`src/inc/rtc_pkg.sv`:
```
package rtc_pkg;

   // -------------------------------------------------------------------------
   // Register addresses
   // -------------------------------------------------------------------------
   localparam logic [3:0] RTC_ADDR_MONTH      = 4'h5;
   localparam logic [3:0] RTC_ADDR_YEAR       = 4'h6;
   localparam logic [3:0] RTC_ADDR_TRIM       = 4'h7;
   localparam logic [3:0] RTC_ADDR_A_MINUTE   = 4'h8;
   localparam logic [3:0] RTC_ADDR_A_HOUR     = 4'h9;
   localparam logic [3:0] RTC_ADDR_A_WEEKDAYS = 4'hA;
   localparam logic [3:0] RTC_ADDR_B_MINUTE   = 4'hB;
   localparam logic [3:0] RTC_ADDR_B_HOUR     = 4'hC;
   localparam logic [3:0] RTC_ADDR_B_WEEKDAYS = 4'hD;

   // -------------------------------------------------------------------------
   // Field masks and positions
   // -------------------------------------------------------------------------
   localparam logic [7:0] RTC_MONTH_MASK   = 8'h1F;
   localparam logic [7:0] RTC_YEAR_MASK    = 8'hFF;
   localparam logic [7:0] RTC_MINUTE_MASK  = 8'h7F;
   localparam logic [7:0] RTC_HOUR_MASK    = 8'h3F;
   localparam logic [7:0] RTC_WEEKDAY_MASK = 8'h7F;
   localparam int         RTC_TRIM_XSEL_BIT = 7;
   localparam int         RTC_TRIM_SIGN_BIT = 6;

   // -------------------------------------------------------------------------
   // Values after reset
   // -------------------------------------------------------------------------
   localparam logic [7:0] RTC_REG_RESET  = 8'h00;
   localparam logic [7:0] RTC_TRIM_RESET = 8'h00;

   // -------------------------------------------------------------------------
   // Oscillator pulse counts per second and trim window seconds
   // -------------------------------------------------------------------------
   localparam int          RTC_CNT_W         = 16;
   localparam logic [15:0] RTC_PULSES_32768  = 16'h8000;
   localparam logic [15:0] RTC_PULSES_32000  = 16'h7D00;
   localparam logic [7:0]  RTC_TRIM_SEC_00   = 8'h00;
   localparam logic [7:0]  RTC_TRIM_SEC_20   = 8'h20;
   localparam logic [7:0]  RTC_TRIM_SEC_40   = 8'h40;
   localparam logic [2:0]  RTC_WEEKDAY_ILLEGAL = 3'h7;

endpackage

```
`src/rtc_sec_prescaler.sv`:
```
`timescale 1ns/1ns
module rtc_sec_prescaler #(
   parameter int CNT_W = 16
) (
   // Clock and reset
   input  wire logic             ref_clk,
   input  wire logic             rstn,
   // Oscillator pulse and length of the current second
   input  wire logic             osc_edge,
   input  wire logic [CNT_W-1:0] period,
   // One-second event
   output logic                  second_tick
);
   import rtc_pkg::*;

   logic [CNT_W-1:0] pulse_count;
   logic [CNT_W-1:0] next_pulse_count;
   logic             next_second_tick;
   wire              last_pulse;

   // -------------------------------------------------------------------------
   // Pulse counter
   // -------------------------------------------------------------------------
   // The period is sampled at every pulse, so a new length takes effect at once.
   assign last_pulse       = osc_edge && (pulse_count >= CNT_W'(period - 1'b1));
   assign next_pulse_count = last_pulse ? '0 :
                             osc_edge   ? CNT_W'(pulse_count + 1'b1) : pulse_count;
   assign next_second_tick = last_pulse;

   always_ff @(posedge ref_clk or negedge rstn) begin
      if (!rstn) begin
         pulse_count <= '0;
         second_tick <= 1'b0;
      end else begin
         pulse_count <= next_pulse_count;
         second_tick <= next_second_tick;
      end
   end

endmodule

```
`src/rtc_calendar_trim_alarm.sv`:
```
// Behaviour
// RULE1 - Month register at 5h keeps five BCD bits; bits 7..5 read zero.
// RULE2 - Year register at 6h keeps all eight bits and reads them back.
// RULE3 - Trim register at 7h: crystal select, trim value; cleared while oscillator stopped.
// RULE4 - Crystal select 0 means 32.768 kHz, 1 means 32.000 kHz nominal count.
// RULE5 - Seconds advance every 32768 pulses, or 32000 with the other crystal.
// RULE6 - Trim applies only to the second counted at seconds 00, 20 or 40.
// RULE7 - Sign zero lengthens that second by (low six bits minus one) times two.
// RULE8 - Sign one shortens that second by (inverted low bits plus one) times two.
// RULE9 - Trim bits 5..1 all zero leave the pulse count unchanged.
// RULE10 - Trim never alters the oscillator or the 32 kHz clock output.
// RULE11 - Two alarm sets at 8h..Ah and Bh..Dh; minute bit 7 reads zero.
// RULE12 - Alarm hour bit 5 is PM in 12-hour mode, tens-of-twenty otherwise.
// RULE13 - In 12-hour mode midnight is 12 and noon 32, PM as upper digit.
// RULE14 - Weekday mask bits 0..6 enable weekday values 0..6; bit 7 reads zero.
// RULE15 - An alarm with an all-zero weekday mask never matches.
// RULE16 - Host programs only valid BCD alarm times; impossible times never match.
// RULE17 - Match flag sets when enabled alarm equals weekday, hour and minute.
// RULE18 - Alarm flags act only while enabled; a disabled alarm reads zero.
// RULE19 - Alarms compare once per minute, when seconds roll over to zero.
// RULE20 - Compare all seven minute bits and six hour bits for equality.
`timescale 1ns/1ns
module rtc_calendar_trim_alarm (
   // Clock and reset
   input  wire logic       ref_clk,
   input  wire logic       rstn,
   // Register port
   input  wire logic [3:0] reg_addr,
   input  wire logic       reg_wr,
   input  wire logic [7:0] reg_wdata,
   output logic [7:0]      reg_rdata,
   // Oscillator pin and undivided clock output
   input  wire logic       osc_pin,
   output logic            clk32_out,
   // Live clock counters and control bits
   input  wire logic       osc_stopped_flag,
   input  wire logic [7:0] cur_seconds,
   input  wire logic [6:0] cur_minute,
   input  wire logic [5:0] cur_hour,
   input  wire logic [2:0] weekday_count,
   input  wire logic       alarm_a_enable,
   input  wire logic       alarm_b_enable,
   input  wire logic       alarm_a_flag_clear,
   input  wire logic       alarm_b_flag_clear,
   // Second event and alarm flags
   output logic            second_tick,
   output logic            alarm_a_match_flag,
   output logic            alarm_b_match_flag
);
   import rtc_pkg::*;

   logic [7:0]  month_count;
   logic [7:0]  year_count;
   logic [7:0]  clock_trim;
   logic [7:0]  alarm_a_minute;
   logic [7:0]  alarm_a_hour;
   logic [7:0]  alarm_a_weekdays;
   logic [7:0]  alarm_b_minute;
   logic [7:0]  alarm_b_hour;
   logic [7:0]  alarm_b_weekdays;
   logic        osc_sync1;
   logic        osc_sync2;
   logic        osc_prev;
   logic        seconds_were_zero;
   logic        flag_a;
   logic        flag_b;
   logic [7:0]  next_reg_rdata;
   logic        next_flag_a;
   logic        next_flag_b;
   wire         osc_edge;
   wire         crystal_select;
   wire         trim_sign;
   wire  [5:0]  trim_mag;
   wire         trim_window;
   wire         trim_active;
   wire  [15:0] nominal_pulses;
   wire  [15:0] slow_adjust;
   wire  [15:0] fast_adjust;
   wire  [15:0] period;
   wire         minute_rollover;
   wire         hit_a;
   wire         hit_b;

   // -------------------------------------------------------------------------
   // Alarm comparison
   // -------------------------------------------------------------------------
   // Weekday value 7 has no mask bit and therefore never matches.
   function automatic logic alarm_hit(input logic [7:0] a_min,
                                      input logic [7:0] a_hour,
                                      input logic [7:0] a_days,
                                      input logic [6:0] minute,
                                      input logic [5:0] hour,
                                      input logic [2:0] day);
      logic day_ok;
      day_ok = (day != RTC_WEEKDAY_ILLEGAL) && a_days[day];         // RULE14 RULE15
      return day_ok && (a_min[6:0] == minute) && (a_hour[5:0] == hour); // RULE12 RULE13 RULE20
   endfunction

   // -------------------------------------------------------------------------
   // Oscillator synchroniser and clock output
   // -------------------------------------------------------------------------
   always_ff @(posedge ref_clk or negedge rstn) begin
      if (!rstn) begin
         osc_sync1 <= 1'b0;
         osc_sync2 <= 1'b0;
         osc_prev  <= 1'b0;
         clk32_out <= 1'b0;
      end else begin
         osc_sync1 <= osc_pin;
         osc_sync2 <= osc_sync1;
         osc_prev  <= osc_sync2;
         clk32_out <= osc_sync2; // RULE10
      end
   end

   assign osc_edge = osc_sync2 && !osc_prev;

   // -------------------------------------------------------------------------
   // Per-second pulse count with trimming
   // -------------------------------------------------------------------------
   assign crystal_select = clock_trim[RTC_TRIM_XSEL_BIT];
   assign trim_sign      = clock_trim[RTC_TRIM_SIGN_BIT];
   assign trim_mag       = clock_trim[5:0];
   assign nominal_pulses = crystal_select ? RTC_PULSES_32000 : RTC_PULSES_32768; // RULE4 RULE5
   assign trim_window    = (cur_seconds == RTC_TRIM_SEC_00) ||
                           (cur_seconds == RTC_TRIM_SEC_20) ||
                           (cur_seconds == RTC_TRIM_SEC_40); // RULE6
   assign trim_active    = trim_window && (trim_mag[5:1] != 5'h00); // RULE9
   assign slow_adjust    = 16'({10'h000, trim_mag} - 16'h0001) << 1; // RULE7
   assign fast_adjust    = 16'({10'h000, ~trim_mag} + 16'h0001) << 1; // RULE8
   assign period         = !trim_active ? nominal_pulses :
                           trim_sign    ? 16'(nominal_pulses - fast_adjust) :
                                          16'(nominal_pulses + slow_adjust);

   rtc_sec_prescaler #(
      .CNT_W       (RTC_CNT_W)
   ) u_prescaler (
      .ref_clk     (ref_clk),
      .rstn        (rstn),
      .osc_edge    (osc_edge),
      .period      (period),
      .second_tick (second_tick)
   );

   // -------------------------------------------------------------------------
   // Register writes
   // -------------------------------------------------------------------------
   always_ff @(posedge ref_clk or negedge rstn) begin
      if (!rstn) begin
         month_count      <= RTC_REG_RESET;
         year_count       <= RTC_REG_RESET;
         alarm_a_minute   <= RTC_REG_RESET;
         alarm_a_hour     <= RTC_REG_RESET;
         alarm_a_weekdays <= RTC_REG_RESET;
         alarm_b_minute   <= RTC_REG_RESET;
         alarm_b_hour     <= RTC_REG_RESET;
         alarm_b_weekdays <= RTC_REG_RESET;
      end else if (reg_wr) begin
         unique case (reg_addr)
            RTC_ADDR_MONTH:      month_count      <= reg_wdata & RTC_MONTH_MASK;   // RULE1
            RTC_ADDR_YEAR:       year_count       <= reg_wdata & RTC_YEAR_MASK;    // RULE2
            RTC_ADDR_A_MINUTE:   alarm_a_minute   <= reg_wdata & RTC_MINUTE_MASK;  // RULE11
            RTC_ADDR_A_HOUR:     alarm_a_hour     <= reg_wdata & RTC_HOUR_MASK;
            RTC_ADDR_A_WEEKDAYS: alarm_a_weekdays <= reg_wdata & RTC_WEEKDAY_MASK; // RULE14
            RTC_ADDR_B_MINUTE:   alarm_b_minute   <= reg_wdata & RTC_MINUTE_MASK;  // RULE11
            RTC_ADDR_B_HOUR:     alarm_b_hour     <= reg_wdata & RTC_HOUR_MASK;
            RTC_ADDR_B_WEEKDAYS: alarm_b_weekdays <= reg_wdata & RTC_WEEKDAY_MASK; // RULE14
            default: begin
            end
         endcase
      end
   end

   // The stopped oscillator holds the trim register at its default.
   always_ff @(posedge ref_clk or negedge rstn) begin
      if (!rstn) begin
         clock_trim <= RTC_TRIM_RESET;
      end else if (osc_stopped_flag) begin
         clock_trim <= RTC_TRIM_RESET; // RULE3
      end else if (reg_wr && reg_addr == RTC_ADDR_TRIM) begin
         clock_trim <= reg_wdata; // RULE3
      end
   end

   // -------------------------------------------------------------------------
   // Register read
   // -------------------------------------------------------------------------
   always_comb begin
      unique case (reg_addr)
         RTC_ADDR_MONTH:      next_reg_rdata = month_count & RTC_MONTH_MASK; // RULE1
         RTC_ADDR_YEAR:       next_reg_rdata = year_count;                   // RULE2
         RTC_ADDR_TRIM:       next_reg_rdata = clock_trim;                   // RULE3
         RTC_ADDR_A_MINUTE:   next_reg_rdata = alarm_a_minute;
         RTC_ADDR_A_HOUR:     next_reg_rdata = alarm_a_hour;
         RTC_ADDR_A_WEEKDAYS: next_reg_rdata = alarm_a_weekdays;
         RTC_ADDR_B_MINUTE:   next_reg_rdata = alarm_b_minute;
         RTC_ADDR_B_HOUR:     next_reg_rdata = alarm_b_hour;
         RTC_ADDR_B_WEEKDAYS: next_reg_rdata = alarm_b_weekdays;
         default:             next_reg_rdata = 8'h00;
      endcase
   end

   always_ff @(posedge ref_clk or negedge rstn) begin
      if (!rstn) begin
         reg_rdata <= 8'h00;
      end else begin
         reg_rdata <= next_reg_rdata;
      end
   end

   // -------------------------------------------------------------------------
   // Alarm match flags
   // -------------------------------------------------------------------------
   assign minute_rollover = (cur_seconds == RTC_TRIM_SEC_00) && !seconds_were_zero; // RULE19
   assign hit_a = minute_rollover &&
                  alarm_hit(alarm_a_minute, alarm_a_hour, alarm_a_weekdays,
                            cur_minute, cur_hour, weekday_count); // RULE17
   assign hit_b = minute_rollover &&
                  alarm_hit(alarm_b_minute, alarm_b_hour, alarm_b_weekdays,
                            cur_minute, cur_hour, weekday_count); // RULE17
   // A match in the cycle of a clear wins, and a disabled alarm drops its flag.
   assign next_flag_a = alarm_a_enable && (hit_a || (flag_a && !alarm_a_flag_clear)); // RULE18
   assign next_flag_b = alarm_b_enable && (hit_b || (flag_b && !alarm_b_flag_clear)); // RULE18

   always_ff @(posedge ref_clk or negedge rstn) begin
      if (!rstn) begin
         seconds_were_zero <= 1'b1;
         flag_a            <= 1'b0;
         flag_b            <= 1'b0;
      end else begin
         seconds_were_zero <= (cur_seconds == RTC_TRIM_SEC_00);
         flag_a            <= next_flag_a;
         flag_b            <= next_flag_b;
      end
   end

   assign alarm_a_match_flag = flag_a && alarm_a_enable; // RULE18
   assign alarm_b_match_flag = flag_b && alarm_b_enable; // RULE18

   // -------------------------------------------------------------------------
   // Assertions
   // -------------------------------------------------------------------------
   property p_month_upper_zero;
      @(posedge ref_clk) disable iff (!rstn)
      (reg_addr == RTC_ADDR_MONTH) |=> (reg_rdata[7:5] == 3'h0);
   endproperty
   a_month_upper_zero: assert property (p_month_upper_zero) // RULE1
      else $error("month read shows nonzero upper bits");

   property p_year_readback;
      @(posedge ref_clk) disable iff (!rstn)
      (reg_wr && reg_addr == RTC_ADDR_YEAR) ##1 (!reg_wr && reg_addr == RTC_ADDR_YEAR)
      |=> (reg_rdata == $past(reg_wdata, 2));
   endproperty
   a_year_readback: assert property (p_year_readback) // RULE2
      else $error("year register does not read back as written");

   property p_trim_cleared;
      @(posedge ref_clk) disable iff (!rstn)
      osc_stopped_flag |=> (clock_trim == 8'h00);
   endproperty
   a_trim_cleared: assert property (p_trim_cleared) // RULE3
      else $error("trim register not cleared while oscillator stopped");

   property p_nominal_outside_window;
      @(posedge ref_clk) disable iff (!rstn)
      !trim_window |-> (period == (crystal_select ? 16'h7D00 : 16'h8000));
   endproperty
   a_nominal_outside_window: assert property (p_nominal_outside_window) // RULE4 RULE5 RULE6
      else $error("pulse count differs from nominal outside trim window");

   property p_slow_trim;
      @(posedge ref_clk) disable iff (!rstn)
      (trim_window && !trim_sign && trim_mag[5:1] != 5'h00)
      |-> (period == 16'(nominal_pulses + 16'(2 * (trim_mag - 1))));
   endproperty
   a_slow_trim: assert property (p_slow_trim) // RULE7
      else $error("lengthened second has the wrong pulse count");

   property p_fast_trim;
      @(posedge ref_clk) disable iff (!rstn)
      (trim_window && trim_sign && trim_mag[5:1] != 5'h00)
      |-> (period == 16'(nominal_pulses - 16'(2 * ({1'b0, ~trim_mag} + 7'h01))));
   endproperty
   a_fast_trim: assert property (p_fast_trim) // RULE8
      else $error("shortened second has the wrong pulse count");

   property p_trim_neutral;
      @(posedge ref_clk) disable iff (!rstn)
      (trim_mag[5:1] == 5'h00) |-> (period == nominal_pulses);
   endproperty
   a_trim_neutral: assert property (p_trim_neutral) // RULE9
      else $error("neutral trim setting changed the pulse count");

   property p_clock_out_follows;
      @(posedge ref_clk) disable iff (!rstn)
      ##1 (clk32_out == $past(osc_sync2));
   endproperty
   a_clock_out_follows: assert property (p_clock_out_follows) // RULE10
      else $error("clock output does not follow the oscillator");

   property p_alarm_reads_masked;
      @(posedge ref_clk) disable iff (!rstn)
      (reg_addr == RTC_ADDR_A_MINUTE || reg_addr == RTC_ADDR_B_MINUTE ||
       reg_addr == RTC_ADDR_A_WEEKDAYS || reg_addr == RTC_ADDR_B_WEEKDAYS)
      |=> (reg_rdata[7] == 1'b0);
   endproperty
   a_alarm_reads_masked: assert property (p_alarm_reads_masked) // RULE11 RULE14
      else $error("alarm minute or weekday read shows bit 7 set");

   property p_empty_mask_silent;
      @(posedge ref_clk) disable iff (!rstn)
      $rose(flag_a) |-> ($past(alarm_a_weekdays[6:0]) != 7'h00);
   endproperty
   a_empty_mask_silent: assert property (p_empty_mask_silent) // RULE15
      else $error("alarm with empty weekday mask raised its flag");

   property p_match_sets_flag;
      @(posedge ref_clk) disable iff (!rstn)
      (hit_b && alarm_b_enable) |=> alarm_b_match_flag [*1] ##0 flag_b;
   endproperty
   a_match_sets_flag: assert property (p_match_sets_flag) // RULE17
      else $error("enabled alarm match did not set its flag");

   property p_disabled_reads_zero;
      @(posedge ref_clk) disable iff (!rstn)
      !alarm_a_enable |-> !alarm_a_match_flag;
   endproperty
   a_disabled_reads_zero: assert property (p_disabled_reads_zero) // RULE18
      else $error("disabled alarm shows its match flag");

   property p_set_on_rollover;
      @(posedge ref_clk) disable iff (!rstn)
      ($rose(flag_a) || $rose(flag_b))
      |-> ($past(cur_seconds) == 8'h00 && !$past(seconds_were_zero));
   endproperty
   a_set_on_rollover: assert property (p_set_on_rollover) // RULE19
      else $error("alarm flag set outside the minute rollover");

endmodule

```
`config.mk`:
```
export PLATFORM = sky130hd
export DESIGN_NAME = rtc_calendar_trim_alarm
export DESIGN_NICKNAME = d
export VERILOG_FILES = /design/src/inc/rtc_pkg.sv /design/src/rtc_sec_prescaler.sv /design/src/rtc_calendar_trim_alarm.sv
export SDC_FILE = /design/constraint.sdc
export NUM_CORES = 1
export LEC_CHECK = 0
export ABC_AREA = 1
export BUFFER_PORTS_ARGS = -buffer_cell sky130_fd_sc_hd__buf_4
export CAP_MARGIN = 25
export CORE_ASPECT_RATIO = 1.1
export CORE_MARGIN = 3
export CORE_UTILIZATION = 30
export CTS_CLUSTER_DIAMETER = 100
export CTS_CLUSTER_SIZE = 16
export DETAILED_ROUTE_END_ITERATION = 10
export GPL_ROUTABILITY_DRIVEN = 0
export PLACE_DENSITY = 0.52
export SLEW_MARGIN = 10
export SYNTH_ARGS = -nofsm -noshare
export SYNTH_HDL_FRONTEND = slang
export SYNTH_SLANG_ARGS = --single-unit
```
`constraint.sdc`:
```
create_clock -name ref_clk -period 4.5 [get_ports ref_clk]
set_clock_uncertainty 0.1 [all_clocks]
set_input_delay 0.675 -clock ref_clk [delete_from_list [all_inputs] [get_ports ref_clk]]
set_output_delay 0.675 -clock ref_clk [all_outputs]
set_load 0.01 [all_outputs]
```
==> results.py <==
metrics = {
    "die": {
        "io_pins": 57,
        "die_h_microns": 155,
        "die_w_microns": 141,
        "core_area_sq_um": 19500,
        "start_util": 0.311,
        "rows": 53,
        "dieArea_sq_um": 21900,
    },
    "final_layout": {
        "final_util": 0.375,
        "final_cell_mix": "nand2_1 (199), inv_1 (95), dfrtp_1 (90), o21ai_0 (75), buf_4 (68)",
        "fin_cells": 1130,
        "layout_commonest_cell": "nand2_1",
        "nNetsFinal": 950,
        "fillCellCount": 2062,
        "drive_gt1_frac": 0.190,
        "diodes": 0,
        "syn2layout_area_growth_pct": 20.8,
    },
    "route": {
        "drc": 0,
        "vias": 5618,
        "drt_iter0_drc": 331,
        "drt_pass1_iterations": 6,
        "drt_wl_total_mm": 17.5,
        "ant_nets": 0,
        "via_per_inst": 4.97,
        "wl_per_cell_microns": 15.5,
    },
    "power_and_ir_drop": {
        "swShare": 0.334,
        "clock_power_share": 0.308,
        "vdd_drop_max_mv": 0.195,
        "pwr-share-comb": 0.238,
        "p_leak_nw": 3.64,
        "p_seq_frac": 0.454,
        "p_switching_mw": 0.851,
        "internal_power_mw": 1.70,
        "total_power_mw": 2.55,
        "p_per_area_nw_per_um2": 349,
    },
    "sta": {
        "fin_crit_sh": 0.924,
        "worstMarginPinSlew_ns": 0.924,
        "finalSetupViolCount": 0,
        "drv_slew": 0,
        "fmax_mhz": 240,
        "min_period_ns": 4.16,
        "finalSetupTns_ns": 0,
        "finalHoldViolations": 0,
        "slew-limit-headroom": 0.384,
    },
    "setup_path": {
        "rr_worst_depth": 27,
        "start_kind": "flip-flop",
        "r2r_start": "clock_trim[1]",
        "r2r_end": "u_prescaler.pulse_count[12]",
        "crit_arrival_ns": 4.32,
        "setup.worst_path.class": "flip-flop to flip-flop",
        "reg2reg_slack_ns": 0.34,
        "cp-end-kind": "flip-flop",
        "path_max_fanout": 13,
        "critPathRequiredTime_ns": 4.66,
    },
    "synthesis": {
        "ys_seq_area_frac": 0.380,
        "synth_warnings": 0,
        "ys_seq_elements": 92,
        "syn_inst": 809,
        "ys_types": 47,
        "syn_area_per_cell_sq_um": 7.49,
        "syn-cell-area_sq_um": 6060,
        "syn_nets": 881,
    },
    "clock_tree": {
        "clockRootBuffer": "clkbuf_16",
        "clkLatencyLatePin_ns": 0.35,
        "htree_levels": 3,
        "clk_pin_slew_ns": 0.07,
        "cts_tree": "yes",
        "cts_inserted_buffers": 9,
        "postCtsHoldBufs": 0,
        "clock_sinks": 92,
        "cts_buffer_depth": 2,
    },
    "grt": {
        "grt_max_degree": 72,
        "antenna_found_initial": 0,
        "grt_pass1_wl_mm": 28.2,
        "overflow": 0,
        "grt_pass1_vias": 5281,
        "grt_usage": 0.163,
    },
    "flow_run": {
        "drv_cap": 0,
    },
    "place": {
        "post-dp-hpwl_mm": 13.3,
        "port_buffers": 56,
        "dp_cells": 1109,
    },
    "hold_path": {
        "holdPathEnd": "osc_sync2",
        "hp-class": "flip-flop to flip-flop",
        "hold_depth": 0,
        "hold_path.startpoint": "osc_sync1",
    },
    "status": {
        "outcome": "finished, final reports clean",
    },
}
## flip-flops by register name, indices dropped and copies added (netlist names), 7 cells and up
signal and cells:
alarm_a_weekdays 7, alarm_a_minute 7, year_count 8, u_prescaler.pulse_count 16, alarm_b_minute 7, alarm_b_weekdays 7, reg_rdata 8, clock_trim 8
## area by class of cell
type	instances	area, sq um	share of cell area
repair buffers	70	542	0.0741
clock buffers	11	243	0.0332
multi-input cells	599	3460	0.472
inverters	106	402	0.0549
clock inverters	5	60.1	0.00821
well taps	247	309	0.0422
flip-flops and latches	92	2300	0.315
## synthesized netlist by cell type, drive strengths merged
library cell / count / area [sq um]
a211oi: 3 / 22.5
a21oi: 22 / 114
a221oi: 14 / 123
a22o: 1 / 8.76
a22oi: 1 / 7.51
a31oi: 1 / 6.26
buf: 2 / 12.5
clkbuf: 10 / 37.5
clkinv: 2 / 8.75
dfrtp: 91 / 2280
dfstp: 1 / 26.3
ha: 27 / 338
inv: 104 / 393
nand2: 230 / 972
nand3: 58 / 348
nand3b: 6 / 45.0
nand4: 10 / 62.6
nor2: 74 / 327
nor3: 11 / 55.1
nor3b: 1 / 7.51
nor4: 6 / 37.5
o2111a: 1 / 11.3
o2111ai: 2 / 17.5
o211ai: 1 / 7.51
o21a: 1 / 7.51
o21ai: 78 / 390
o21bai: 3 / 22.5
o221ai: 2 / 17.5
o22ai: 17 / 106
o41ai: 4 / 35.0
or2: 3 / 18.8
xnor2: 8 / 70.1
xor2: 14 / 123
## what timing repair did
action / 4_1_cts / 5_1_grt
buffers inserted: 0 / 5
pin swaps: 0 / 11
gates resized for setup: 1 / 40
endpoints found under the setup margin: 3 / 17
## cell families after synthesis
logic type	after synthesis	share of synthesized area
AO/OA/AOI/OAI	151	0.148
XOR/XNOR	22	0.0318
adder cells (fa/ha/maj)	27	0.0558
buffers and inverters	118	0.0746
flip-flops	92	0.380
AND/OR/NAND/NOR	399	0.309
## power by group through the flow
stage	Clock, mW	Combinational, mW	Sequential [mW]
after global placement	0	0.569	1.17
after global routing	0.842	0.702	1.18
after detailed placement	0	0.577	1.17
after CTS	0.809	0.579	1.15
final	0.785	0.607	1.16
after floorplan	0	0.396	1.11
## worst max path at each step
stage,from,end,cells after the start
after CTS,clock_trim[1],u_prescaler.pulse_count[12],32
after detailed placement,clock_trim[1],u_prescaler.pulse_count[12],28
after global routing,clock_trim[1],u_prescaler.pulse_count[0],29
after global placement,clock_trim[0],u_prescaler.pulse_count[12],30
after floorplan,clock_trim[0],u_prescaler.pulse_count[13],30
final,clock_trim[1],u_prescaler.pulse_count[12],27
## through the flow
step | hold WS (ns) | instance area (sq um) | worst slack, ns
finish | 0.257 | 7320 | 0.341
global route | 0.268 | 7320 | -0.0171
CTS | 0.259 | 7130 | 0.0279
detailed placement | 0.244 | 6820 | 0.0403
global placement | 0.242 | 6820 | 0.0826
floorplan | 0.231 | 6060 | 0.0757
## critical path, cell delays in order, from the launching register on
cell	delay, ns
dfrtp_1	0.39
buf_4	0.15
nor2_4	0.14
nand2_2	0.08
nand2_2	0.08
nand2_4	0.08
nor2_4	0.13
nand2_4	0.08
o41ai_4	0.38
ha_1	0.32
nand2_1	0.10
nor2_1	0.05
a211oi_1	0.21
nand2_1	0.08
inv_1	0.07
nand3_1	0.09
a31oi_2	0.26
nand3b_1	0.15
nand2_1	0.06
ha_1	0.28
nand2_2	0.11
nor2_4	0.04
nand2_1	0.07
o2111ai_2	0.12
nand2_1	0.11
inv_1	0.07
buf_12	0.15
a211oi_2	0.14
## layer usage
layer,vias to the layer above,share of wire,wire [microns],track usage
li1,2826,-,-,-
met1,2626,0.48,8390,0.233
met2,145,0.46,8010,0.256
met3,21,0.048,836,0.0200
met4,0,0.016,279,0.0530
met5,-,0,0,0
Note: power is estimated with default switching activity, not from simulation.
